$ cat src/rtl/pcxb_regs.svh
// constants of the priority crossbar pin assignment block
// Notes on behaviour
// - pin transition raises interrupt or wake event
// - events work on skipped or crossbar pins, digital only
// - functions ranked fixed, serial port highest
// - each enabled resource except the serial port takes lowest free pin
// - an assigned pin is passed over afterwards
// - skipped pins count as occupied, never assigned except the fixed serial pins
// - serial transmit on P0.4, receive on P0.5
// - two-wire bus data and clock requested together; with one free pin left, data takes it and clock gets none
// - serial transmit and receive allocated together
// - leftover unskipped pins stay general port I/O
// - slave-select mode field picks 3 or 4 wire
// - slave select takes a pin only in 4-wire
// - two selection words give per-resource enables
// - nothing driven until global enable is set
// - input mode 1 digital; analog pins read 0
`ifndef PCXB_REGS_SVH
`define PCXB_REGS_SVH
// ----------------------------------------
// sizes
// ----------------------------------------
`define PCXB_NPIN 24
`define PCXB_NFN 17
// ----------------------------------------
// function slots in priority order
// ----------------------------------------
`define PCXB_FN_TX 0
`define PCXB_FN_RX 1
`define PCXB_FN_SCK 2
`define PCXB_FN_MISO 3
`define PCXB_FN_MOSI 4
`define PCXB_FN_SSEL 5
`define PCXB_FN_SDA 6
`define PCXB_FN_SCL 7
`define PCXB_FN_CMP 8
`define PCXB_FN_CMPA 9
`define PCXB_FN_CLKOUT 10
`define PCXB_FN_CNT0 11
`define PCXB_FN_CNT1 12
`define PCXB_FN_CNT2 13
`define PCXB_FN_CNTCLK 14
`define PCXB_FN_TMR0 15
`define PCXB_FN_TMR1 16
// ----------------------------------------
// selection word fields
// ----------------------------------------
`define PCXB_A_UART 0
`define PCXB_A_SPI 1
`define PCXB_A_SMB 2
`define PCXB_A_CMP 3
`define PCXB_A_CMPA 4
`define PCXB_A_CLKOUT 5
`define PCXB_B_PCA_LSB 0
`define PCXB_B_PCA_MSB 1
`define PCXB_B_CNTCLK 3
`define PCXB_B_TMR0 4
`define PCXB_B_TMR1 5
`define PCXB_B_XBAR_EN 6
`define PCXB_SS_3WIRE 2'h0
// ----------------------------------------
// fixed pins, interrupt config, reset values
// ----------------------------------------
`define PCXB_TX_MASK 24'h000010
`define PCXB_RX_MASK 24'h000020
`define PCXB_UART_MASK 24'h000030
`define PCXB_IRQ_POL 3
`define PCXB_RST_OE_N 24'hFFFFFF
`endif

$ cat src/rtl/pcxb_pkg.sv
// types of the priority crossbar pin assignment block
package pcxb_pkg;
	typedef logic [4:0] pcxb_idx_t;
	typedef logic [23:0] pcxb_pins_t;
	typedef logic [16:0] pcxb_fns_t;
endpackage

$ cat src/rtl/pcxb_if.sv
// internal carrier between crossbar top, allocator and event logic
`timescale 1ns/10ps
`default_nettype none
`include "pcxb_regs.svh"
interface pcxb_if;
	pcxb_pkg::pcxb_fns_t req;
	pcxb_pkg::pcxb_pins_t skip;
	logic uart_en;
	pcxb_pkg::pcxb_pins_t pin_taken;
	pcxb_pkg::pcxb_idx_t pin_fn [`PCXB_NPIN];
	pcxb_pkg::pcxb_idx_t fn_pin [`PCXB_NFN];
	pcxb_pkg::pcxb_fns_t fn_ok;
	pcxb_pkg::pcxb_pins_t din;
	pcxb_pkg::pcxb_pins_t dig;
	logic [7:0] irq_cfg;
	logic [15:0] pm_mask;
	logic [15:0] pm_val;
	logic ev0;
	logic ev1;
	logic evm;
	modport alloc (input req, skip, uart_en, output pin_taken, pin_fn, fn_pin, fn_ok);
	modport evt (input din, dig, irq_cfg, pm_mask, pm_val, output ev0, ev1, evm);
	modport top (output req, skip, uart_en, din, dig, irq_cfg, pm_mask, pm_val,
		input pin_taken, pin_fn, fn_pin, fn_ok, ev0, ev1, evm);
endinterface
`default_nettype wire

$ cat src/rtl/pcxb_alloc.sv
// priority pin allocator: fixes the serial pair, walks the other functions in order, grants lowest free pin
`timescale 1ns/10ps
`default_nettype none
`include "pcxb_regs.svh"
module pcxb_alloc (
	// carrier
	pcxb_if.alloc xb
);
	pcxb_pkg::pcxb_pins_t gnt [`PCXB_NFN];
	pcxb_pkg::pcxb_pins_t used [`PCXB_FN_SCK:`PCXB_NFN];

	// one-hot to pin index
	function automatic pcxb_pkg::pcxb_idx_t enc(input pcxb_pkg::pcxb_pins_t v);
		pcxb_pkg::pcxb_idx_t r;
		r = '0;
		for (int i = 0; i < `PCXB_NPIN; i++) begin
			if (v[i]) begin
				r = 5'(i);
			end
		end
		return r;
	endfunction

	// serial pair is fixed, pinned regardless of skip
	assign gnt[`PCXB_FN_TX] = xb.uart_en ? `PCXB_TX_MASK : '0;
	assign gnt[`PCXB_FN_RX] = xb.uart_en ? `PCXB_RX_MASK : '0;
	// skipped pins and the fixed serial pins start out occupied
	assign used[`PCXB_FN_SCK] = xb.skip | (xb.uart_en ? `PCXB_UART_MASK : '0);

	// ----------------------------------------
	// priority chain
	// ----------------------------------------
	for (genvar f = 0; f < `PCXB_NFN; f++) begin : g_fn
		if (f >= `PCXB_FN_SCK) begin : g_chain
			pcxb_pkg::pcxb_pins_t free;
			// lowest free pin, then mark it used for later slots
			assign free = ~used[f];
			assign gnt[f] = xb.req[f] ? (free & (~free + 24'h000001)) : '0;
			assign used[f+1] = used[f] | gnt[f];
		end
		assign xb.fn_ok[f] = |gnt[f];
		assign xb.fn_pin[f] = enc(gnt[f]);
	end

	// pins left over stay port I/O
	assign xb.pin_taken = (used[`PCXB_NFN] & ~xb.skip) | gnt[`PCXB_FN_TX] | gnt[`PCXB_FN_RX];

	// owner of each pin
	for (genvar p = 0; p < `PCXB_NPIN; p++) begin : g_pin
		always_comb begin
			xb.pin_fn[p] = '0;
			for (int f = 0; f < `PCXB_NFN; f++) begin
				if (gnt[f][p]) begin
					xb.pin_fn[p] = 5'(f);
				end
			end
		end
	end
endmodule
`default_nettype wire

$ cat src/rtl/pcxb_event.sv
// external interrupt and port match edge detection
`timescale 1ns/10ps
`default_nettype none
`include "pcxb_regs.svh"
module pcxb_event (
	// clock and reset
	input wire logic mclk_i,
	input wire logic rst_i,
	// carrier
	pcxb_if.evt ev
);
	logic [2:0] sel0;
	logic [2:0] sel1;
	logic lvl0;
	logic lvl1;
	logic mism;
	logic prev0_ff;
	logic prev1_ff;
	logic prevm_ff;
	logic ev0_ff;
	logic ev1_ff;
	logic evm_ff;

	// active level per selected pin, analog pins never fire
	assign sel0 = ev.irq_cfg[2:0];
	assign sel1 = ev.irq_cfg[6:4];
	assign lvl0 = ev.dig[sel0] & (ev.din[sel0] ~^ ev.irq_cfg[`PCXB_IRQ_POL]);
	assign lvl1 = ev.dig[sel1] & (ev.din[sel1] ~^ ev.irq_cfg[`PCXB_IRQ_POL+4]);
	// any masked digital pin differing from its match value
	assign mism = |((ev.din[15:0] ^ ev.pm_val) & ev.pm_mask & ev.dig[15:0]);

	// edge into the active state gives a one-cycle event
	always_ff @(posedge mclk_i or posedge rst_i) begin
		if (rst_i) begin
			prev0_ff <= 1'b0;
			prev1_ff <= 1'b0;
			prevm_ff <= 1'b0;
			ev0_ff <= 1'b0;
			ev1_ff <= 1'b0;
			evm_ff <= 1'b0;
		end else begin
			prev0_ff <= lvl0;
			prev1_ff <= lvl1;
			prevm_ff <= mism;
			ev0_ff <= lvl0 & ~prev0_ff;
			ev1_ff <= lvl1 & ~prev1_ff;
			evm_ff <= mism & ~prevm_ff;
		end
	end

	assign ev.ev0 = ev0_ff;
	assign ev.ev1 = ev1_ff;
	assign ev.evm = evm_ff;
endmodule
`default_nettype wire

$ cat src/rtl/pcxb_top.sv
// priority crossbar: routes peripheral signals and port I/O to pads
`timescale 1ns/10ps
`default_nettype none
`include "pcxb_regs.svh"
module pcxb_top (
	// clock and reset
	input wire logic mclk_i,
	input wire logic rst_i,
	// configuration
	input wire logic [7:0] resource_select_a_i,
	input wire logic [7:0] resource_select_b_i,
	input wire logic [1:0] slave_select_mode_field_i,
	input wire logic [23:0] pin_skip_mask_i,
	input wire logic [23:0] pin_input_mode_i,
	input wire logic [7:0] ext_irq_pin_config_i,
	input wire logic [7:0] port0_match_mask_i,
	input wire logic [7:0] port0_match_value_i,
	input wire logic [7:0] port1_match_mask_i,
	input wire logic [7:0] port1_match_value_i,
	// peripheral side
	input wire logic [16:0] func_out_i,
	input wire logic [16:0] func_drive_i,
	output logic [16:0] func_in_o,
	// port I/O side
	input wire logic [23:0] gpio_out_i,
	input wire logic [23:0] gpio_drive_i,
	output logic [23:0] port_read_o,
	// pads
	input wire logic [23:0] pad_i,
	output logic [23:0] pad_o,
	output logic [23:0] pad_oe_n_o,
	// status and events
	output logic [23:0] pin_assigned_o,
	output logic ext_irq0_o,
	output logic ext_irq1_o,
	output logic port_match_o,
	output logic wake_o
);
	pcxb_if xb ();

	logic xen;
	logic four_wire;
	logic [1:0] pca_n;
	pcxb_pkg::pcxb_pins_t dig;
	pcxb_pkg::pcxb_pins_t din;
	pcxb_pkg::pcxb_pins_t nxt_pad;
	pcxb_pkg::pcxb_pins_t nxt_oe_n;
	pcxb_pkg::pcxb_fns_t nxt_fin;
	pcxb_pkg::pcxb_pins_t pad_ff;
	pcxb_pkg::pcxb_pins_t oe_n_ff;
	pcxb_pkg::pcxb_fns_t fin_ff;
	pcxb_pkg::pcxb_pins_t read_ff;
	pcxb_pkg::pcxb_pins_t asg_ff;
	logic wake_ff;

	// ----------------------------------------
	// resource requests
	// ----------------------------------------
	// global enable and slave-select mode
	assign xen = resource_select_b_i[`PCXB_B_XBAR_EN];
	assign four_wire = slave_select_mode_field_i != `PCXB_SS_3WIRE;
	assign pca_n = resource_select_b_i[`PCXB_B_PCA_MSB:`PCXB_B_PCA_LSB];

	// one enable per resource drives the request vector
	assign xb.uart_en = resource_select_a_i[`PCXB_A_UART];
	assign xb.req[`PCXB_FN_TX] = xb.uart_en;
	assign xb.req[`PCXB_FN_RX] = xb.uart_en;
	assign xb.req[`PCXB_FN_SCK] = resource_select_a_i[`PCXB_A_SPI];
	assign xb.req[`PCXB_FN_MISO] = resource_select_a_i[`PCXB_A_SPI];
	assign xb.req[`PCXB_FN_MOSI] = resource_select_a_i[`PCXB_A_SPI];
	assign xb.req[`PCXB_FN_SSEL] = resource_select_a_i[`PCXB_A_SPI] & four_wire;
	assign xb.req[`PCXB_FN_SDA] = resource_select_a_i[`PCXB_A_SMB];
	assign xb.req[`PCXB_FN_SCL] = resource_select_a_i[`PCXB_A_SMB];
	assign xb.req[`PCXB_FN_CMP] = resource_select_a_i[`PCXB_A_CMP];
	assign xb.req[`PCXB_FN_CMPA] = resource_select_a_i[`PCXB_A_CMPA];
	assign xb.req[`PCXB_FN_CLKOUT] = resource_select_a_i[`PCXB_A_CLKOUT];
	// counter-array outputs enabled as a count of channels
	assign xb.req[`PCXB_FN_CNT0] = pca_n >= 2'h1;
	assign xb.req[`PCXB_FN_CNT1] = pca_n >= 2'h2;
	assign xb.req[`PCXB_FN_CNT2] = pca_n == 2'h3;
	assign xb.req[`PCXB_FN_CNTCLK] = resource_select_b_i[`PCXB_B_CNTCLK];
	assign xb.req[`PCXB_FN_TMR0] = resource_select_b_i[`PCXB_B_TMR0];
	assign xb.req[`PCXB_FN_TMR1] = resource_select_b_i[`PCXB_B_TMR1];
	assign xb.skip = pin_skip_mask_i;

	// ----------------------------------------
	// input mode and event wiring
	// ----------------------------------------
	// analog pins lose their digital receiver
	assign dig = pin_input_mode_i;
	assign din = pad_i & dig;
	assign xb.din = din;
	assign xb.dig = dig;
	assign xb.irq_cfg = ext_irq_pin_config_i;
	assign xb.pm_mask = {port1_match_mask_i, port0_match_mask_i};
	assign xb.pm_val = {port1_match_value_i, port0_match_value_i};

	pcxb_alloc u_alloc (
		.xb (xb.alloc)
	);

	pcxb_event u_event (
		.mclk_i (mclk_i),
		.rst_i (rst_i),
		.ev (xb.evt)
	);

	// ----------------------------------------
	// pad routing
	// ----------------------------------------
	for (genvar p = 0; p < `PCXB_NPIN; p++) begin : g_pad
		logic own;
		logic drv;
		pcxb_pkg::pcxb_idx_t fn;
		// owned pins follow their peripheral, others are port I/O
		assign fn = xb.pin_fn[p];
		assign own = xb.pin_taken[p];
		assign nxt_pad[p] = own ? func_out_i[fn] : gpio_out_i[p];
		assign drv = own ? func_drive_i[fn] : gpio_drive_i[p];
		// no drive before global enable, none on analog pins
		assign nxt_oe_n[p] = ~(xen & dig[p] & drv);
	end

	// peripheral inputs come from their granted pin
	for (genvar f = 0; f < `PCXB_NFN; f++) begin : g_fin
		assign nxt_fin[f] = xen & xb.fn_ok[f] & din[xb.fn_pin[f]];
	end

	// registered outputs
	always_ff @(posedge mclk_i or posedge rst_i) begin
		if (rst_i) begin
			pad_ff <= '0;
			oe_n_ff <= `PCXB_RST_OE_N;
			fin_ff <= '0;
			read_ff <= '0;
			asg_ff <= '0;
			wake_ff <= 1'b0;
		end else begin
			pad_ff <= nxt_pad;
			oe_n_ff <= nxt_oe_n;
			fin_ff <= nxt_fin;
			read_ff <= din;
			asg_ff <= xen ? xb.pin_taken : '0;
			wake_ff <= xb.ev0 | xb.ev1 | xb.evm;
		end
	end

	assign pad_o = pad_ff;
	assign pad_oe_n_o = oe_n_ff;
	assign func_in_o = fin_ff;
	assign port_read_o = read_ff;
	assign pin_assigned_o = asg_ff;
	assign ext_irq0_o = xb.ev0;
	assign ext_irq1_o = xb.ev1;
	assign port_match_o = xb.evm;
	assign wake_o = wake_ff;

	// ----------------------------------------
	// checks
	// ----------------------------------------
	pcxb_pkg::pcxb_pins_t free;
	pcxb_pkg::pcxb_pins_t xbp;
	pcxb_pkg::pcxb_pins_t below;
	// free unskipped pins and pins sitting below any crossbar pin
	assign free = ~xb.pin_taken & ~pin_skip_mask_i & ~(xb.uart_en ? `PCXB_UART_MASK : 24'h000000);
	assign xbp = xb.pin_taken & ~(xb.uart_en ? `PCXB_UART_MASK : 24'h000000);
	always_comb begin
		below = '0;
		for (int i = `PCXB_NPIN - 2; i >= 0; i--) begin
			below[i] = below[i+1] | xbp[i+1];
		end
	end
endmodule
`default_nettype wire

$ cat config.mk
export PLATFORM = sky130hd
export DESIGN_NAME = pcxb_top
export DESIGN_NICKNAME = d
export VERILOG_FILES = /design/src/rtl/pcxb_pkg.sv /design/src/rtl/pcxb_if.sv /design/src/rtl/pcxb_alloc.sv /design/src/rtl/pcxb_event.sv /design/src/rtl/pcxb_top.sv
export VERILOG_INCLUDE_DIRS = /design/src /design/src/rtl
export SDC_FILE = /design/constraint.sdc
export NUM_CORES = 2
export LEC_CHECK = 0
export ABC_AREA = 1
export BUFFER_PORTS_ARGS = -buffer_cell sky130_fd_sc_hd__buf_2
export CORE_MARGIN = 8
export CORE_UTILIZATION = 50
export DETAILED_ROUTE_END_ITERATION = 16
export PLACE_DENSITY = 0.72
export SYNTH_ARGS = -nofsm -noshare
export SYNTH_HDL_FRONTEND = slang
export SYNTH_HIERARCHICAL = 1
export SYNTH_SLANG_ARGS = --single-unit
$ cat constraint.sdc
create_clock -name mclk_i -period 3.5 [get_ports mclk_i]
set_input_delay 0.7 -clock mclk_i [delete_from_list [all_inputs] [get_ports mclk_i]]
set_output_delay 0.7 -clock mclk_i [all_outputs]
set_load 0.03 [all_outputs]
==> results of run 1 <==
per-stage QoR:
stage                     cells  util, %
after global placement     8513     73.7
after floorplan            6067        -
after CTS                  8694     80.3
after detailed placement   8513     73.7
logic make-up after synthesis:
family                    after synthesis
xor gates and xnor gates                1
DFF                                   120
buffers and inverters                1067
and+or+nand+nor                      4446
AOI/OAI and AO/OA                     426
other                                   1
metal layers:
layer | global-route usage [%] | overflow
met5 | 26.8 | 1
met4 | 65.8 | 81
met3 | 58.5 | 1
met2 | 87.0 | 108
met1 | 73.0 | 1
cell usage after synthesis, drive strengths merged:
library cell / count
or3: 5
a21oi: 124
or2: 3
o211ai: 149
nor3: 122
nand3: 1096
o21bai: 14
o21a: 3
nand2: 2056
inv: 814
o221ai: 1
nor4b: 3
a41oi: 2
nor4: 101
nand3b: 31
a2111oi: 7
dfrtp: 96
nand4: 131
a211oi: 5
o2111ai: 16
xor2: 1
a31oi: 12
or3b: 1
conb: 1
o22ai: 1
dfstp: 24
o21ai: 63
clkinv: 6
buf: 229
o211a: 23
a2111o: 2
and2: 2
a21boi: 2
clkbuf: 18
nor2: 881
o31ai: 2
and3: 3
or4: 3
nor3b: 8
what timing repair did:
item,in CTS
hold buffers,0
pin swaps,202
cloned,15
resized for setup,590
setup endpoints to repair,85
setup buffers,134
==> qor.txt, run 1 <==
Worst End Pin Type: register data pin
Post-synthesis compound-gate area fraction: 9.60%
Yosys warning count: 6
Placed inst area: 0.0443 mm2
Cts bufs inserted: 17
Width of the die: 262 um
Synth Instances: 6,061
Adder-cell share of the synthesized area: 0%
Syn Std Cell Area: 0.0303 mm2
Initial Utilization: 50.4%
Synth area leader: nand2_1
Ports: 331
Syn avg cell area: 5.00 um2
Pin count of the biggest net entering global routing: 66
Post-Synth Simple-Gate Area: 65.6%
Stop stage: 5_1_grt
Detail Placement HPWL: 137,000 um
Post-synthesis xor/xnor area fraction: 0.0289%
Final RePlAce weighted congestion: 1.07
Row Count: 90
Seq/Total Area, Yosys: 10.0%
Err: [ERROR GRT-0232] Routing congestion too high. Check the congestion heatmap in the GUI.
Die height: 262 um
Outcome: aborted with a tool error
Place WS: -3840 ps
CTS H-tree lvls: 4
PortBufs: 326
Aggregate global routing overflow: 192
Area contributors post-synth: nand2_1, nand3_1, nor2_1
Yosys cell types: 62
Clk sinks: 120
Yosys reg bits: 120
Tot GR Track Use: 71.6%
GR repair worst EP: pad_oe_n_o[23]$_DFF_PP1_/D
CTS max path bufs: 2
Root Driver: clkbuf_16
Mux cell area share after synthesis: 0%
Main combinational cell family by area after synthesis: simple AND/OR/NAND/NOR gates
Share of Yosys cell area claimed by the top area cell type: 24.2%
==> run 2: changes to the inputs <==
--- a/config.mk
+++ b/config.mk
@@ -9,9 +9,9 @@
 export ABC_AREA = 1
 export BUFFER_PORTS_ARGS = -buffer_cell sky130_fd_sc_hd__buf_2
 export CORE_MARGIN = 8
-export CORE_UTILIZATION = 50
+export CORE_UTILIZATION = 35
 export DETAILED_ROUTE_END_ITERATION = 16
-export PLACE_DENSITY = 0.72
+export PLACE_DENSITY_LB_ADDON = 0.15
 export SYNTH_ARGS = -nofsm -noshare
 export SYNTH_HDL_FRONTEND = slang
 export SYNTH_HIERARCHICAL = 1
==> constraint.sdc (replaced) <==
create_clock -name mclk_i -period 4.5 [get_ports mclk_i]
set_input_delay 0.9 -clock mclk_i [delete_from_list [all_inputs] [get_ports mclk_i]]
set_output_delay 0.9 -clock mclk_i [all_outputs]
set_load 0.03 [all_outputs]
==> run 2 against run 1 <==
The flow now finishes, with violations (max-capacitance violations, max-slew violations, negative setup slack). Synthesized cell count did not move. Synthesized area did not move.
==> qor.txt, run 2 <==
First-pass iteration count of the detailed router: 10
Top-count cell post-synth: nand2_1
Failing checks: max-capacitance violations, max-slew violations, negative setup slack
Power Dens Cells: 240 mW/mm2
Worst Hold Class: input pin to async pin
Core area: 0.0863 mm2
Pin count of the biggest net entering global routing: 96
Die ar.: 0.0963 mm2
Ports: 331
Max cap viols: 1
Slew headroom: -5.14%
Most frequent cells in the layout: nand2_1, buf_4, nand3_1
Nets@finish: 8,138
Fmax: 153 MHz
Top FF cell, synth: dfrtp_1
Via count: 49.1k
Tot GR Track Use: 36.9%
Clk pin slew, worst setup/hold paths: 70 ps
Leakage power: 0.0272 uW
VDD IR max: 0.297 mV
Post-synth EDFFs: 0
Routed WL: 190,000 um
Width of the die: 310 um
Synth Instances: 6,061
Placed insts: 8,876
Die height: 310 um
Finished Cell Area: 0.0507 mm2
Outcome: finished with violations
WS Path Type: input pin to register
Antenna-violating nets left: 0
CP Capture Type: register
Clk sinks: 120
Crit path top cell by count: nor2_4
Detail Placement HPWL: 148,000 um
Synth area leader: nand2_1
Area contributors post-synth: nand2_1, nand3_1, nor2_1
Final-report max-slew violation count: 21
Final hold vios: 0
Vias in the first global route: 44.3k
Crit path launch type: input pin
Slowest CP cell: nor2_4
First-pass GRT wire length: 268,000 um
Aggregate global routing overflow: 0
Yosys reg bits: 120
Routed length per placed instance: 20.9 um
Seq/Total Area, Yosys: 10.0%
Cts bufs inserted: 17
Yosys warning count: 6
Share of Yosys cell area claimed by the top area cell type: 24.2%
PortBufs: 326
Leading cell type in the layout, fill and taps excluded: nand2_1
WP data arrival: 6920 ps
Placed inst area: 0.0447 mm2
Clk_skew: 8.74 ps
Syn Std Cell Area: 0.0303 mm2
Ys async rst share: 100%
Final routed DRC violation total: 0
Final Critical Period: 6550 ps
Share of post-route cells with drive strength above 1: 40.5%
Initial DRC count: 5,739
Maximum fanout along the worst path: 16
CTS H-tree lvls: 4
Finished Layout Cells: 9,092
CTS tree: built
Antenna diode count: 0
RSZ-0062 raised after global routing: true
Root Driver: clkbuf_16
Worst-Skew Late Latency: 490 ps
Worst Path Required: 4870 ps
Yosys cell types: 62
Final RePlAce weighted congestion: 1.05
Syn avg cell area: 5.00 um2
Final setup fails: 70
Area grow syn2layout: 67.3%
Slew @ Worst Pin: 1580 ps
Worst Slack Setup Final: -2050 ps
Max incr delay on CP: 230 ps
Hold Slack: 355 ps
Vias/cell: 5.40
Synth top cells by count: nand2_1, nand3_1, nor2_1, inv_1, buf_2
Core Util, Final: 58.8%
Final Cycle Share: 145%
CTS max path bufs: 2
Row Count: 108
# fillers: 8,627
Initial Utilization: 35.1%
Initial antenna violation count: 5
-- run 2: cell counts after synthesis --
Identical to the previous run, type by type.
-- run 2: repair_timing --
item | CTS | global route
gates resized for setup | 466 | 583
gates cloned | 9 | 15
pin swaps | 127 | 250
buffers inserted | 93 | 81
endpoints found under the setup margin | 77 | 81
hold buffers | 0 | 0
-- run 2: final cells by class --
type,instances,area [um2],area share [%]
repair inverters,4,25.0,0.0493
clock inverters,14,186,0.367
inverters,820,3210,6.33
repair buffers,2081,15700,30.9
well taps,1155,1450,2.85
clock buffers,18,429,0.846
multi-input cells,4880,26700,52.7
flip-flops and latches,120,3030,5.98
-- run 2: per-layer routing --
| metal | GRT usage [%] | share of wire (%) | up-vias |
|---|---|---|---|
| met5 | 0 | 0.011 | - |
| met4 | 24.2 | 7.6 | 4 |
| met3 | 7.26 | 10 | 599 |
| met2 | 55.8 | 42 | 2714 |
| met1 | 47.4 | 40 | 22301 |
| li1 | - | - | 23481 |
-- run 2: worst max-delay path, delay by kind of cell --
family | cells | cell delay, ps
AOI/OAI and AO/OA | 2 | 150
buffers and inverters | 8 | 910
and+or+nand+nor | 40 | 4920
-- run 2: cells by family after synthesis --
kind of cell,synth area share [%]
simple gates,65.6
compound gates,9.60
other cells,0.0124
buf+inv,14.7
flops,10.0
xor+xnor,0.0289
-- run 2: metrics by stage --
| step | setup slack, ps | setup TNS [ps] | total power (uW) |
|---|---|---|---|
| global placement | -2890 | -131640 | 9290 |
| floorplan | -1530 | -48580 | 5760 |
| detailed placement | -2990 | -138510 | 9350 |
| finish | -2050 | -80780 | 12200 |
| global route | -2370 | -104340 | 12900 |
| CTS | -1720 | -73390 | 11300 |
-- run 2: power breakdown --
part           internal [uW]  switching [uW]
clock network            883             643
logic                   3730            5650
registers               1220            41.3
total                   5840            6330
-- run 2: final timing paths --
path | startpoint | slack [ps] | to | depth (start not counted)
max | resource_select_a_i[1] | -2050 | pad_o[23] | 50
min | rst_i | 360 | u_event/ev.ev1 | 2
max reg2reg | u_event/ev.ev1 | 3620 | wake_o | 1
min reg2reg | u_event/prevm_ff | 410 | u_event/ev.evm | 1
max in group asynchronous | rst_i | 2970 | pad_oe_n_o[17] | 3
min in group mclk_i | u_event/prevm_ff | 410 | u_event/ev.evm | 1
No activity file was read; power rests on OpenSTA's default activity.
